<file path="src/verilog/twowire_port_pkg.sv">
// Summary of operation
// RULE1 - device holds data low through the ninth clock after each received byte
// RULE2 - master drives data low on ninth clock to accept a read byte
// RULE3 - master leaves last read byte unacknowledged, then sends stop
// RULE4 - write frame: start, address with direction 0, pointer, data bytes, stop
// RULE5 - device acknowledges a matching slave address on the ninth clock
// RULE6 - first byte after write address loads the register pointer, acknowledged
// RULE7 - later write bytes stored at pointer, acknowledged, pointer then advances
// RULE8 - plain start then read address resets pointer to zero, sends register zero
// RULE9 - transmitted data bit is valid at the rising serial clock edge
// RULE10 - pointer advances by one after every transmitted byte
// RULE11 - pointer preset by write then repeated start read returns chosen register
// RULE12 - pointer saturates at top address, reads keep returning top register
// RULE13 - addresses from F6 to FF are reserved locations
// RULE14 - master may stop a read after any byte count, device accepts it
// RULE15 - master treats missing acknowledge as failure and may retry
// RULE16 - slave address chosen by select pin level: low 8A, high 88
// RULE17 - stop detected anywhere except within the start's own clock high period
// RULE18 - data line left released on ack clock when address does not match
package twowire_port_pkg;

    // ********************************
    // addresses and register space
    // ********************************
    localparam logic [6:0] ADDR_PIN_LOW = 7'h45;   // write byte 8A
    localparam logic [6:0] ADDR_PIN_HIGH = 7'h44;  // write byte 88
    localparam logic [7:0] PTR_RESET = 8'h00;
    localparam logic [7:0] PTR_TOP = 8'hFF;
    localparam logic [7:0] RESERVED_FIRST = 8'hF6;
    localparam logic [7:0] RESERVED_VALUE = 8'h00;
    localparam int REG_COUNT = 256;
    localparam logic [3:0] BIT_ACK = 4'h8;         // bit index of the ninth clock

    // ********************************
    // types
    // ********************************
    typedef enum logic [2:0] {
        ST_IDLE = 3'b000,
        ST_ADDR = 3'b001,
        ST_PTR = 3'b010,
        ST_WDATA = 3'b011,
        ST_RDATA = 3'b100,
        ST_IGNORE = 3'b101
    } link_state_t;

    // write port toward the register file
    typedef struct packed {
        logic en;
        logic [7:0] addr;
        logic [7:0] data;
    } reg_write_t;

    // filtered bus lines and their events
    typedef struct packed {
        logic scl;
        logic sda;
        logic scl_rise;
        logic scl_fall;
        logic start;
        logic stop;
    } bus_events_t;

endpackage

</file>
<file path="src/verilog/line_sync.sv">
`timescale 1ns/100ps
// ********************************
// three-stage synchroniser with agreement filter
// ********************************
module line_sync (
    input wire logic clk,
    input wire logic rst_n,
    input wire logic din,
    output logic dout,
    output logic rise,
    output logic fall
);
    logic s1_q;
    logic s2_q;
    logic s3_q;

    // first stage read only by second; level idles high like the bus
    always_ff @(posedge clk) begin
        if (!rst_n) begin
            s1_q <= 1'b1;
            s2_q <= 1'b1;
            s3_q <= 1'b1;
        end else begin
            s1_q <= din;
            s2_q <= s1_q;
            s3_q <= s2_q;
        end
    end

    // the accepted level changes only when stages two and three agree
    always_ff @(posedge clk) begin
        if (!rst_n) begin
            dout <= 1'b1;
        end else if (s2_q == s3_q) begin
            dout <= s3_q;
        end
    end

    // edges flag in the cycle before the accepted level moves; one cycle sooner
    // keeps the slave's data change ahead of the master's next clock rise
    assign rise = (s2_q == s3_q) && s3_q && !dout;
    assign fall = (s2_q == s3_q) && !s3_q && dout;
endmodule

</file>
<file path="src/verilog/sensor_twowire_register_port.sv">
`timescale 1ns/100ps
// ********************************
// two-wire slave giving byte access to the internal register file
// ********************************
module sensor_twowire_register_port (
    input wire logic core_clk,
    input wire logic rst_n,
    input wire logic scl_in,
    input wire logic sda_in,
    output logic sda_out,
    output logic sda_oe,
    input wire logic address_select_pin,
    output twowire_port_pkg::reg_write_t reg_write,
    output logic [7:0] reg_pointer,
    output logic frame_active
);
    import twowire_port_pkg::*;

    logic scl_lvl;
    logic scl_rise;
    logic scl_fall;
    logic sda_lvl;
    logic sda_rise;
    logic sda_fall;
    bus_events_t ev;
    link_state_t state_q;
    logic [3:0] bit_q;
    logic [7:0] shift_q;
    logic [7:0] ptr_q;
    logic [7:0] ptr_d;
    logic [7:0] tx_q;
    logic sel_lvl;
    logic ack_q;
    logic master_nack_q;
    logic start_seen_q;
    logic after_start_plain_q;
    logic [7:0] regs_q [REG_COUNT];
    logic [7:0] rx_byte;
    logic addr_match;
    logic ptr_next_sat;
    logic [6:0] own_addr;

    line_sync u_scl (
        .clk(core_clk),
        .rst_n(rst_n),
        .din(scl_in),
        .dout(scl_lvl),
        .rise(scl_rise),
        .fall(scl_fall)
    );

    line_sync u_sda (
        .clk(core_clk),
        .rst_n(rst_n),
        .din(sda_in),
        .dout(sda_lvl),
        .rise(sda_rise),
        .fall(sda_fall)
    );

    // the select pin is a pin like the others; only its level is used
    line_sync u_sel (
        .clk(core_clk),
        .rst_n(rst_n),
        .din(address_select_pin),
        .dout(sel_lvl),
        .rise(),
        .fall()
    );

    // ********************************
    // bus events
    // ********************************
    // start and stop are data edges with the clock high
    always_comb begin
        ev.scl = scl_lvl;
        ev.sda = sda_lvl;
        ev.scl_rise = scl_rise;
        ev.scl_fall = scl_fall;
        ev.start = sda_fall && scl_lvl;
        ev.stop = sda_rise && scl_lvl && !start_seen_q;  // RULE17
    end

    // remember a start until the clock falls, so a stop in that high phase is ignored
    always_ff @(posedge core_clk) begin
        if (!rst_n) begin
            start_seen_q <= 1'b0;
        end else if (ev.start) begin
            start_seen_q <= 1'b1;
        end else if (ev.scl_fall) begin
            start_seen_q <= 1'b0;
        end
    end

    // pin level picks the address; the level is read live, no strap latch needed
    assign own_addr = sel_lvl ? ADDR_PIN_HIGH : ADDR_PIN_LOW;  // RULE16
    assign rx_byte = {shift_q[6:0], ev.sda};
    // the full byte is shifted in: address in the top seven bits, direction last
    assign addr_match = (shift_q[7:1] == own_addr);
    assign ptr_next_sat = (ptr_q == PTR_TOP);

    // ********************************
    // frame state machine
    // ********************************
    always_ff @(posedge core_clk) begin
        if (!rst_n) begin
            state_q <= ST_IDLE;
            bit_q <= 4'h0;
            shift_q <= 8'h00;
            after_start_plain_q <= 1'b0;
            master_nack_q <= 1'b0;
        end else if (ev.start) begin
            state_q <= ST_ADDR;
            bit_q <= 4'h0;
            // a repeated start keeps the pointer; a plain one after idle does not
            after_start_plain_q <= (state_q == ST_IDLE);
        end else if (ev.stop) begin
            state_q <= ST_IDLE;  // RULE14
            bit_q <= 4'h0;
        end else if (ev.scl_rise) begin
            if (bit_q < BIT_ACK) begin
                shift_q <= rx_byte;
            end else if (state_q == ST_RDATA) begin
                master_nack_q <= ev.sda;  // RULE2
            end
        end else if (ev.scl_fall && state_q != ST_IDLE && !start_seen_q) begin
            // the fall that closes a start's high phase is not a bit slot
            if (bit_q == BIT_ACK) begin
                bit_q <= 4'h0;
                case (state_q)
                    ST_ADDR: begin
                        if (!addr_match) begin
                            state_q <= ST_IGNORE;
                        end else if (shift_q[0]) begin
                            state_q <= ST_RDATA;
                        end else begin
                            state_q <= ST_PTR;
                        end
                    end
                    ST_PTR: state_q <= ST_WDATA;
                    // a master nack leaves the line alone until start or stop
                    ST_RDATA: state_q <= master_nack_q ? ST_IGNORE : ST_RDATA;  // RULE3
                    default: state_q <= state_q;
                endcase
            end else begin
                bit_q <= bit_q + 4'h1;
            end
        end
    end

    // acknowledge only for bytes this device takes in
    always_ff @(posedge core_clk) begin
        if (!rst_n) begin
            ack_q <= 1'b0;
        end else if (ev.start || ev.stop) begin
            ack_q <= 1'b0;
        end else if (ev.scl_fall && bit_q == 4'h7) begin
            case (state_q)
                ST_ADDR: ack_q <= addr_match;  // RULE5 RULE18
                ST_PTR: ack_q <= 1'b1;         // RULE6
                ST_WDATA: ack_q <= 1'b1;       // RULE1 RULE7
                default: ack_q <= 1'b0;
            endcase
        end else if (ev.scl_fall && bit_q == BIT_ACK) begin
            ack_q <= 1'b0;  // held through the whole ninth high phase
        end
    end

    // ********************************
    // pointer and register file
    // ********************************
    // next pointer, shared by the pointer register and the transmit reload
    always_comb begin
        ptr_d = ptr_q;
        if (ev.scl_fall && bit_q == BIT_ACK) begin
            case (state_q)
                ST_ADDR: begin
                    if (addr_match && shift_q[0] && after_start_plain_q) begin
                        ptr_d = PTR_RESET;  // RULE8
                    end
                end
                ST_PTR: ptr_d = shift_q;  // RULE6 RULE11
                ST_WDATA, ST_RDATA: begin
                    if (!ptr_next_sat) begin  // RULE12
                        ptr_d = 8'(ptr_q + 8'h01);  // RULE7 RULE10
                    end
                end
                default: ptr_d = ptr_q;
            endcase
        end
    end

    always_ff @(posedge core_clk) begin
        if (!rst_n) begin
            ptr_q <= PTR_RESET;
        end else begin
            ptr_q <= ptr_d;
        end
    end

    // storage; reserved top locations are not writable and read fixed
    always_ff @(posedge core_clk) begin
        if (!rst_n) begin
            for (int i = 0; i < REG_COUNT; i++) begin
                regs_q[i] <= 8'h00;
            end
        end else if (ev.scl_fall && bit_q == BIT_ACK && state_q == ST_WDATA) begin
            if (ptr_q < RESERVED_FIRST) begin
                regs_q[ptr_q] <= shift_q;  // RULE7 RULE13
            end
        end
    end

    // exported write strobe, one cycle per received data byte, reserved addresses included
    always_ff @(posedge core_clk) begin
        if (!rst_n) begin
            reg_write <= '0;
        end else begin
            reg_write.en <= ev.scl_fall && bit_q == BIT_ACK && state_q == ST_WDATA;
            reg_write.addr <= ptr_q;
            reg_write.data <= shift_q;
        end
    end

    // ********************************
    // transmit path
    // ********************************
    // load on the falling edge that starts each byte so bits settle before rise;
    // the next pointer is used so a reset or advance in this same cycle is seen
    always_ff @(posedge core_clk) begin
        if (!rst_n) begin
            tx_q <= 8'hFF;
        end else if (ev.scl_fall && bit_q == BIT_ACK) begin
            tx_q <= (ptr_d >= RESERVED_FIRST) ? RESERVED_VALUE : regs_q[ptr_d];
        end else if (ev.scl_fall && state_q == ST_RDATA && bit_q < 4'h7) begin
            tx_q <= {tx_q[6:0], 1'b1};  // RULE9
        end
    end

    // open drain: the pin is only ever pulled low, never driven high
    always_ff @(posedge core_clk) begin
        if (!rst_n) begin
            sda_out <= 1'b1;
            sda_oe <= 1'b0;
        end else begin
            sda_out <= 1'b0;
            sda_oe <= ack_q
                || (state_q == ST_RDATA && bit_q < BIT_ACK && !tx_q[7]);  // RULE9
        end
    end

    always_ff @(posedge core_clk) begin
        if (!rst_n) begin
            reg_pointer <= PTR_RESET;
            frame_active <= 1'b0;
        end else begin
            reg_pointer <= ptr_q;
            frame_active <= (state_q != ST_IDLE);
        end
    end
endmodule

</file>
<file path="config.mk">
export PLATFORM = sky130hd
export DESIGN_NAME = sensor_twowire_register_port
export DESIGN_NICKNAME = d
export VERILOG_FILES = /design/src/verilog/twowire_port_pkg.sv /design/src/verilog/line_sync.sv /design/src/verilog/sensor_twowire_register_port.sv
export SDC_FILE = /design/constraint.sdc
export NUM_CORES = 2
export LEC_CHECK = 0
export ABC_AREA = 1
export BUFFER_PORTS_ARGS = -buffer_cell sky130_fd_sc_hd__buf_2
export CAP_MARGIN = 20
export CORE_ASPECT_RATIO = 1.1
export CORE_MARGIN = 3
export CORE_UTILIZATION = 65
export DETAILED_ROUTE_END_ITERATION = 8
export PLACE_DENSITY_LB_ADDON = 0.25
export SYNTH_ARGS = -nofsm -noshare
export SYNTH_HDL_FRONTEND = slang
export SYNTH_SLANG_ARGS = --single-unit
</file>
<file path="constraint.sdc">
create_clock -name core_clk -period 5.07 [get_ports core_clk]
set_clock_uncertainty 0.05 [all_clocks]
set_input_delay 0.7605 -clock core_clk [delete_from_list [all_inputs] [get_ports core_clk]]
set_output_delay 0.7605 -clock core_clk [all_outputs]
set_load 0.01 [all_outputs]
</file>
# [Word-level counts from Yosys, hierarchy flattened]
# Memories as Yosys holds them, arrays and structs flattened.
# Index checks and enable logic that the tools add are counted.
[totals] output_inout_bits=28 wordCells=132 in_bits=5 mem_count=1 ram_bits=2048 ff_bits=67
[memory_table] name="regs_q" words=256 width=8 rd=1 rd_clocked_by_memory_dff=0 wr=256 line="sensor_twowire_register_port.sv:37" source="logic [7:0] regs_q [REG_COUNT];"
[classes] order_cmp=4 eq_ne=12 mux=31 n_reduce_logical=49 n_addsub=2 n_bitwise=5
[op_table] cell="$mux 8" n=8
[op_table] cell="$pmux 8 s3" n=1
[op_table] cell="$logic_and 1x1->1" n=22
[op_table] cell="$mux 1" n=17
[op_table] cell="$reduce_and 4->1" n=3
[op_table] cell="$reduce_bool 3->1" n=4
[op_table] cell="$pmux 3 s3" n=1
[op_table] cell="$add 8x1->8 const B" n=1
[op_table] cell="$eq 8x8->1 const B" n=1
[op_table] cell="$ge 8x8->1 const B" n=1
[op_table] cell="$lt 8x8->1 const B" n=1
[op_table] cell="$reduce_or 8->1" n=1
[op_table] cell="$eq 7x7->1" n=1
[op_table] cell="$eq 3x2->1 const B" n=2
[op_table] cell="$logic_not 1->1" n=6
[op_table] cell="$mux 3" n=2
[op_table] cell="$reduce_bool 2->1" n=3
[op_table] cell="$reduce_or 2->1" n=3
[op_table] cell="$not 1->1" n=5
[op_table] cell="$reduce_and 5->1" n=1
[op_table] cell="$reduce_bool 5->1" n=1
[op_table] cell="$add 4x1->4 const B" n=1
[op_table] cell="$eq 4x3->1 const B" n=1
[op_table] cell="$eq 4x4->1 const B" n=1
[op_table] cell="12 further kinds" n=15

# [Depth between registers and ports, before layout]
[depth] word_depth=10 mapped_depth=26 ltp_nobuf=24

# [By module]
# A second synthesis with hierarchy kept.
[unflattened] cells_unflattened=10012 hier_area_um2=96906.7
[by_module_without_submodules] module="sensor_twowire_register_port" cells_each=9949 area_per_inst_um2=96403.7 instances=1 seq_area_each_um2=62600.0
[by_module_without_submodules] module="line_sync" cells_each=21 area_per_inst_um2=167.7 instances=3 seq_area_each_um2=80.1

# [Worst setup path before layout]
# Ideal clock, no wire load.
[synth_timing] path_type="in2reg" start="input rst_n" end="memory regs_q[160][0] (enable)" slack_ps=2094 path_stages=9 setup_time_ps=329 required_ps=4691 path_buffers=3 arrival_time_ps=2597 path_cell_list="clkbuf_1 -> inv_1 -> nor3_1 -> o21ai_1 -> buf_2 -> nor3_2 -> buf_2 -> nand2_1 -> nand2_1"
[synth_rtl] item="start: declaration" line="sensor_twowire_register_port.sv:7" source="input wire logic rst_n,"
[synth_rtl] item="end: declaration" line="sensor_twowire_register_port.sv:37"

# [Final worst setup path]
[layout_timing] start="register ptr_q[0]" end="register tx_q[0]"
[layout_between] elab_chain_len=7 elab_cells_between_ends=10 cone_classes="add/sub (1); order compare (1); eq/ne (1); mux (6); memory (1)"
[layout_rtl] item="start: declaration" line="sensor_twowire_register_port.sv:29" source="logic [7:0] ptr_q;"
[layout_rtl] item="start signal: assignment" line="sensor_twowire_register_port.sv:197" source="ptr_q <= ptr_d;"
[layout_rtl] item="$add 8x1->8 / $eq 8x8->1 (equally long branches)" line="sensor_twowire_register_port.sv:185, sensor_twowire_register_port.sv:100"
[layout_rtl] item="$mux 8" line="sensor_twowire_register_port.sv:184" source="if (!ptr_next_sat) begin"
[layout_rtl] item="$pmux 8 s3" line="sensor_twowire_register_port.sv:176" source="case (state_q)"
[layout_rtl] item="$mux 8 (*)" line="sensor_twowire_register_port.sv:175" source="if (ev.scl_fall && bit_q == BIT_ACK) begin"
[layout_rtl] item="$mem_v2 256x8 / $ge 8x8->1 (equally long branches)"
[layout_rtl] item="$mux 8 (*)" line="sensor_twowire_register_port.sv:234" source="tx_q <= (ptr_d >= RESERVED_FIRST) ? RESERVED_VALUE : regs_q[ptr_d];"
[layout_rtl] item="$mux 8 (*)" line="sensor_twowire_register_port.sv:233" source="end else if (ev.scl_fall && bit_q == BIT_ACK) begin"
[layout_rtl] item="end signal: assignment" line="sensor_twowire_register_port.sv:234"
[layout_rtl] item="end signal: assignment" line="sensor_twowire_register_port.sv:236" source="tx_q <= {tx_q[6:0], 1'b1};"
[layout_rtl] item="end: declaration" line="sensor_twowire_register_port.sv:31" source="logic [7:0] tx_q;"
# Every way passes the cells marked *; elsewhere a longest branch is shown, timed or not.
# A chain may end at the register's enable or synchronous reset.

==> results.md <==
- Flop-to-flop setup slack: 0.29 ns
- Final setup viols: 0
- Critical Path AT: 5.50 ns
- Synth Area in Compound Gates: 0.00991
- Endpoint type of the worst setup path: flip-flop
- Gpl congestion: 0.951
- Adder-cell share of the synthesized area: 0.00130
- Critical Path RT: 5.79 ns
- DRT antenna net count: 0
- Yosys top cell area share: 0.637
- Largest net degree at the start of global routing: 185
- Crit path largest cell delay: 0.54 ns
- CTS clk-pin slew, worst paths: 0.07 ns
- Core area: 0.147 sq mm
- DRT iter0 DRCs: 12600
- Sw Share: 0.218
- Synth Instances: 9927
- Worst Hold Class: input port to flip-flop
- DR pass1 iterations: 6
- CP most frequent cell: nand3_1
- CP max stage cell: inv_16
- PostCTS Resize Cnt: 0
- Via/cell ratio: 6.47
- Metal-1 WL: 97.4 mm
- Die Area: 0.153 sq mm
- Layout Cells excl Fill: 11700
- Main combinational cell family by area after synthesis: simple AND/OR/NAND/NOR gates
- Area leader, netlist: edfxtp_1
- Depth of the most critical reg-to-reg path: 22
- Post-Route WL: 280 mm
- Max-slew headroom: 0.237
- Multiplexer share of the synthesized area: 0
- CTS sink cnt: 2115
- Synth Cell Area: 0.0965 sq mm
- DR WL met2: 130 mm
- Vias: 75600
- CTS H-tree depth: 4
- GRT Total Usage: 0.361
- Clock Tree Root: clkbuf_16
- Internal power: 28.5 mW
- Placed Instances: 11300
- Unrepaired setup endpoints after global routing: no
- Max Freq: 209 MHz
- Syn. warnings: 0
- Post-synthesis simple-gate area fraction: 0.292
- Number of synthesized flops with an enable pin: 2048
- Port Buffer Count: 32
- Minimum clock period: 4.78 ns
- DR top layer: met5
- Clock power share: 0.404
- Measured slew at the worst slew-check pin: 1.14 ns
- Average wire per standard cell: 24.0 um
- Max Slew Vio Count: 0
- Top cells by area, synth: edfxtp_1, nand3_1, nand2_1
- Layout area overhead: 7.73%
- Seq pwr share: 0.556
- HPWL after detailed placement: 161 mm
- Row count: 147
- Number of global-route vias before repair: 72000
- Critical-path maximum fanout: 135
- Starting Density: 0.657
- Sequential-to-total area share from yosys stat: 0.651
- Setup Crit Path Kind: flip-flop to flip-flop
- Hold Path Stages: 2
- Fraction of layout cells with a size suffix above 1: 0.0532
- Post-Synth XOR/XNOR Area: 0.0000908
- Post-CTS Setup Bufs: 0
- Startpoint Class: flip-flop
- Max Root-Sink Buffers: 3
- Initial antenna violation count: 6
- Comb power frac: 0.040
- Io pins: 33
- Hold_buf cts: 0
- CTS tree: done
- GR Overflow Total: 0
- Peak supply drop: 343 uV
- Syn avg cell area: 9.72 sq um
- Max-cap viol count: 0
- PwrDens: 350 mW/mm^2
- Global-route wire length before repair: 421 mm
- Top FF cell, synth: edfxtp_1
- Synthesized flop and latch total: 2115
- Chip Width: 373 um
- Fill count: 10600
- Die H: 410 um
- Ys async rst share: 0
- Leakage: 36.2 nW
- TNS Setup: 0 ns
- Final Hold Viols: 0
- NetSw: 7.93 mW
- Clk Latency, worst-skew pair: 0.85 ns
- Drt drc: 0
- Cell Chain, Critical Path: buf_4 > ha_1 > inv_1 > nor2_4 > nand2_1 > nor2_2 > nor2_1 > nand2_1 > nand2_4 > nand2_8 > inv_16 > buf_12 > nand2_1 > nand3_1 > nand3_1 > nand3_1 > nand3_1 > nand3_1 > nand3_1 > nand3_1 > nand3_1 > nand3_1
- Status: finished clean
- Final Cycle Share: 0.943
- NumNets Final: 9601
- DR WL met3: 36.8 mm
- CTS Buf Count: 200
- Distinct cells, synth: 42
[metal layers]
layer  GRT usage  vias up
li1            -    33100
met3      0.0729      977
met5           0        -
met4       0.201        8
met2       0.567     5606
met1       0.477    35900
[Yosys cell counts, drive strengths merged, types with 2 or more instances]
library cell,number
clkbuf,359
a21oi,28
nand2,2260
o22ai,2
nand3b,14
clkinv,7
o32ai,2
dfxtp,67
buf,427
nand3,2325
or2,10
nor2,2055
o211ai,67
o21ai,39
ha,10
inv,169
a31oi,3
nor3,25
edfxtp,2048
[logic make-up after synthesis]
| family | Yosys count |
|---|---|
| flip-flops | 2115 |
| buffers and inverters | 962 |
| AND/OR/NAND/NOR | 6690 |
| XOR/XNOR | 1 |
| other | 1 |
| AO/OA/AOI/OAI | 148 |
| adder cells (fa/ha/maj) | 10 |
[layout make-up]
cell class                      count  area, sq um  share of cell area
Clock inverter                    114         1070              0.0103
Clock buffer                      240         5210              0.0501
Sequential cell                  2115        62800               0.605
Tap cell                         1937         2420              0.0233
Timing Repair Buffer              180         1890              0.0182
Antenna cell                        5         12.5            0.000120
Multi-Input combinational cell   6913        29700               0.286
Inverter                          176          747             0.00719
[cell usage in the layout, fill, tap and decap left out, types with 3 or more instances in the layout]
cell type,count
buf_4,99
or2_2,9
o211ai_1,67
ha_1,10
dfxtp_1,67
nand2_4,3
clkinvlp_4,10
clkbuf_1,37
nand3_1,2325
a31oi_1,3
nor3_2,9
diode_2,5
a21oi_1,24
inv_16,3
o21ai_0,31
clkinv_2,29
nor2_1,2047
conb_1,64
o21ai_1,6
bufinv_16,18
nor3_4,8
nor3_1,8
buf_12,49
nand3b_1,14
nor2_2,6
buf_2,31
inv_1,156
edfxtp_1,2048
clkinv_1,49
clkbuf_16,202
nand2_2,4
inv_8,9
nand2_1,2251
inv_6,8
inv_2,4
[metrics by stage]
| step | worst slack (ns) | hold slack, ns | total power, mW | utilization | area, sq um |
|---|---|---|---|---|---|
| floorplan | 2.09 | 0.343 | 21.4 | - | 96700 |
| global placement | 0.571 | 0.349 | 21.9 | 0.665 | 97600 |
| detailed placement | 0.522 | 0.355 | 22.0 | 0.665 | 97600 |
| CTS | 0.498 | 0.00585 | 36.3 | 0.708 | 104000 |
| global route | 0.119 | 0.0384 | 37.2 | 0.708 | 104000 |
| finish | 0.287 | 0.0468 | 36.4 | 0.708 | 104000 |
[path summary, 6_finish.rpt]
kind | start | to
worst max-delay path | ptr_q[0] | tx_q[0]
worst min-delay path | sda_in | u_sda.s1_q
worst max register to register | ptr_q[0] | tx_q[0]
worst min register to register | u_sda.s1_q | u_sda.s2_q
[power groups by stage]
stage	Sequential [mW]	Clock [mW]	Combinational, mW
after floorplan	20.5	0	0.928
after global placement	20.6	0	1.36
after detailed placement	20.6	0	1.40
after CTS	20.2	14.7	1.40
after global routing	20.3	15.4	1.54
final	20.3	14.7	1.44
[registers in the layout (all words and copies together) (netlist names), 3 cells and up]
name       count
ptr_q          8
bit_q          4
regs_q      2048
tx_q           8
state_q        3
reg_write     17
shift_q        8
[critical path: cells and delay by family (launching register included)]
| kind | cells | cell delay [ns] |
|---|---|---|
| adder cells (fa/ha/maj) | 1 | 0.22 |
| AND/OR/NAND/NOR | 17 | 2.46 |
| buffers and inverters | 4 | 1.38 |
| flip-flops | 1 | 0.32 |
Power figures use the tool's default switching activity.
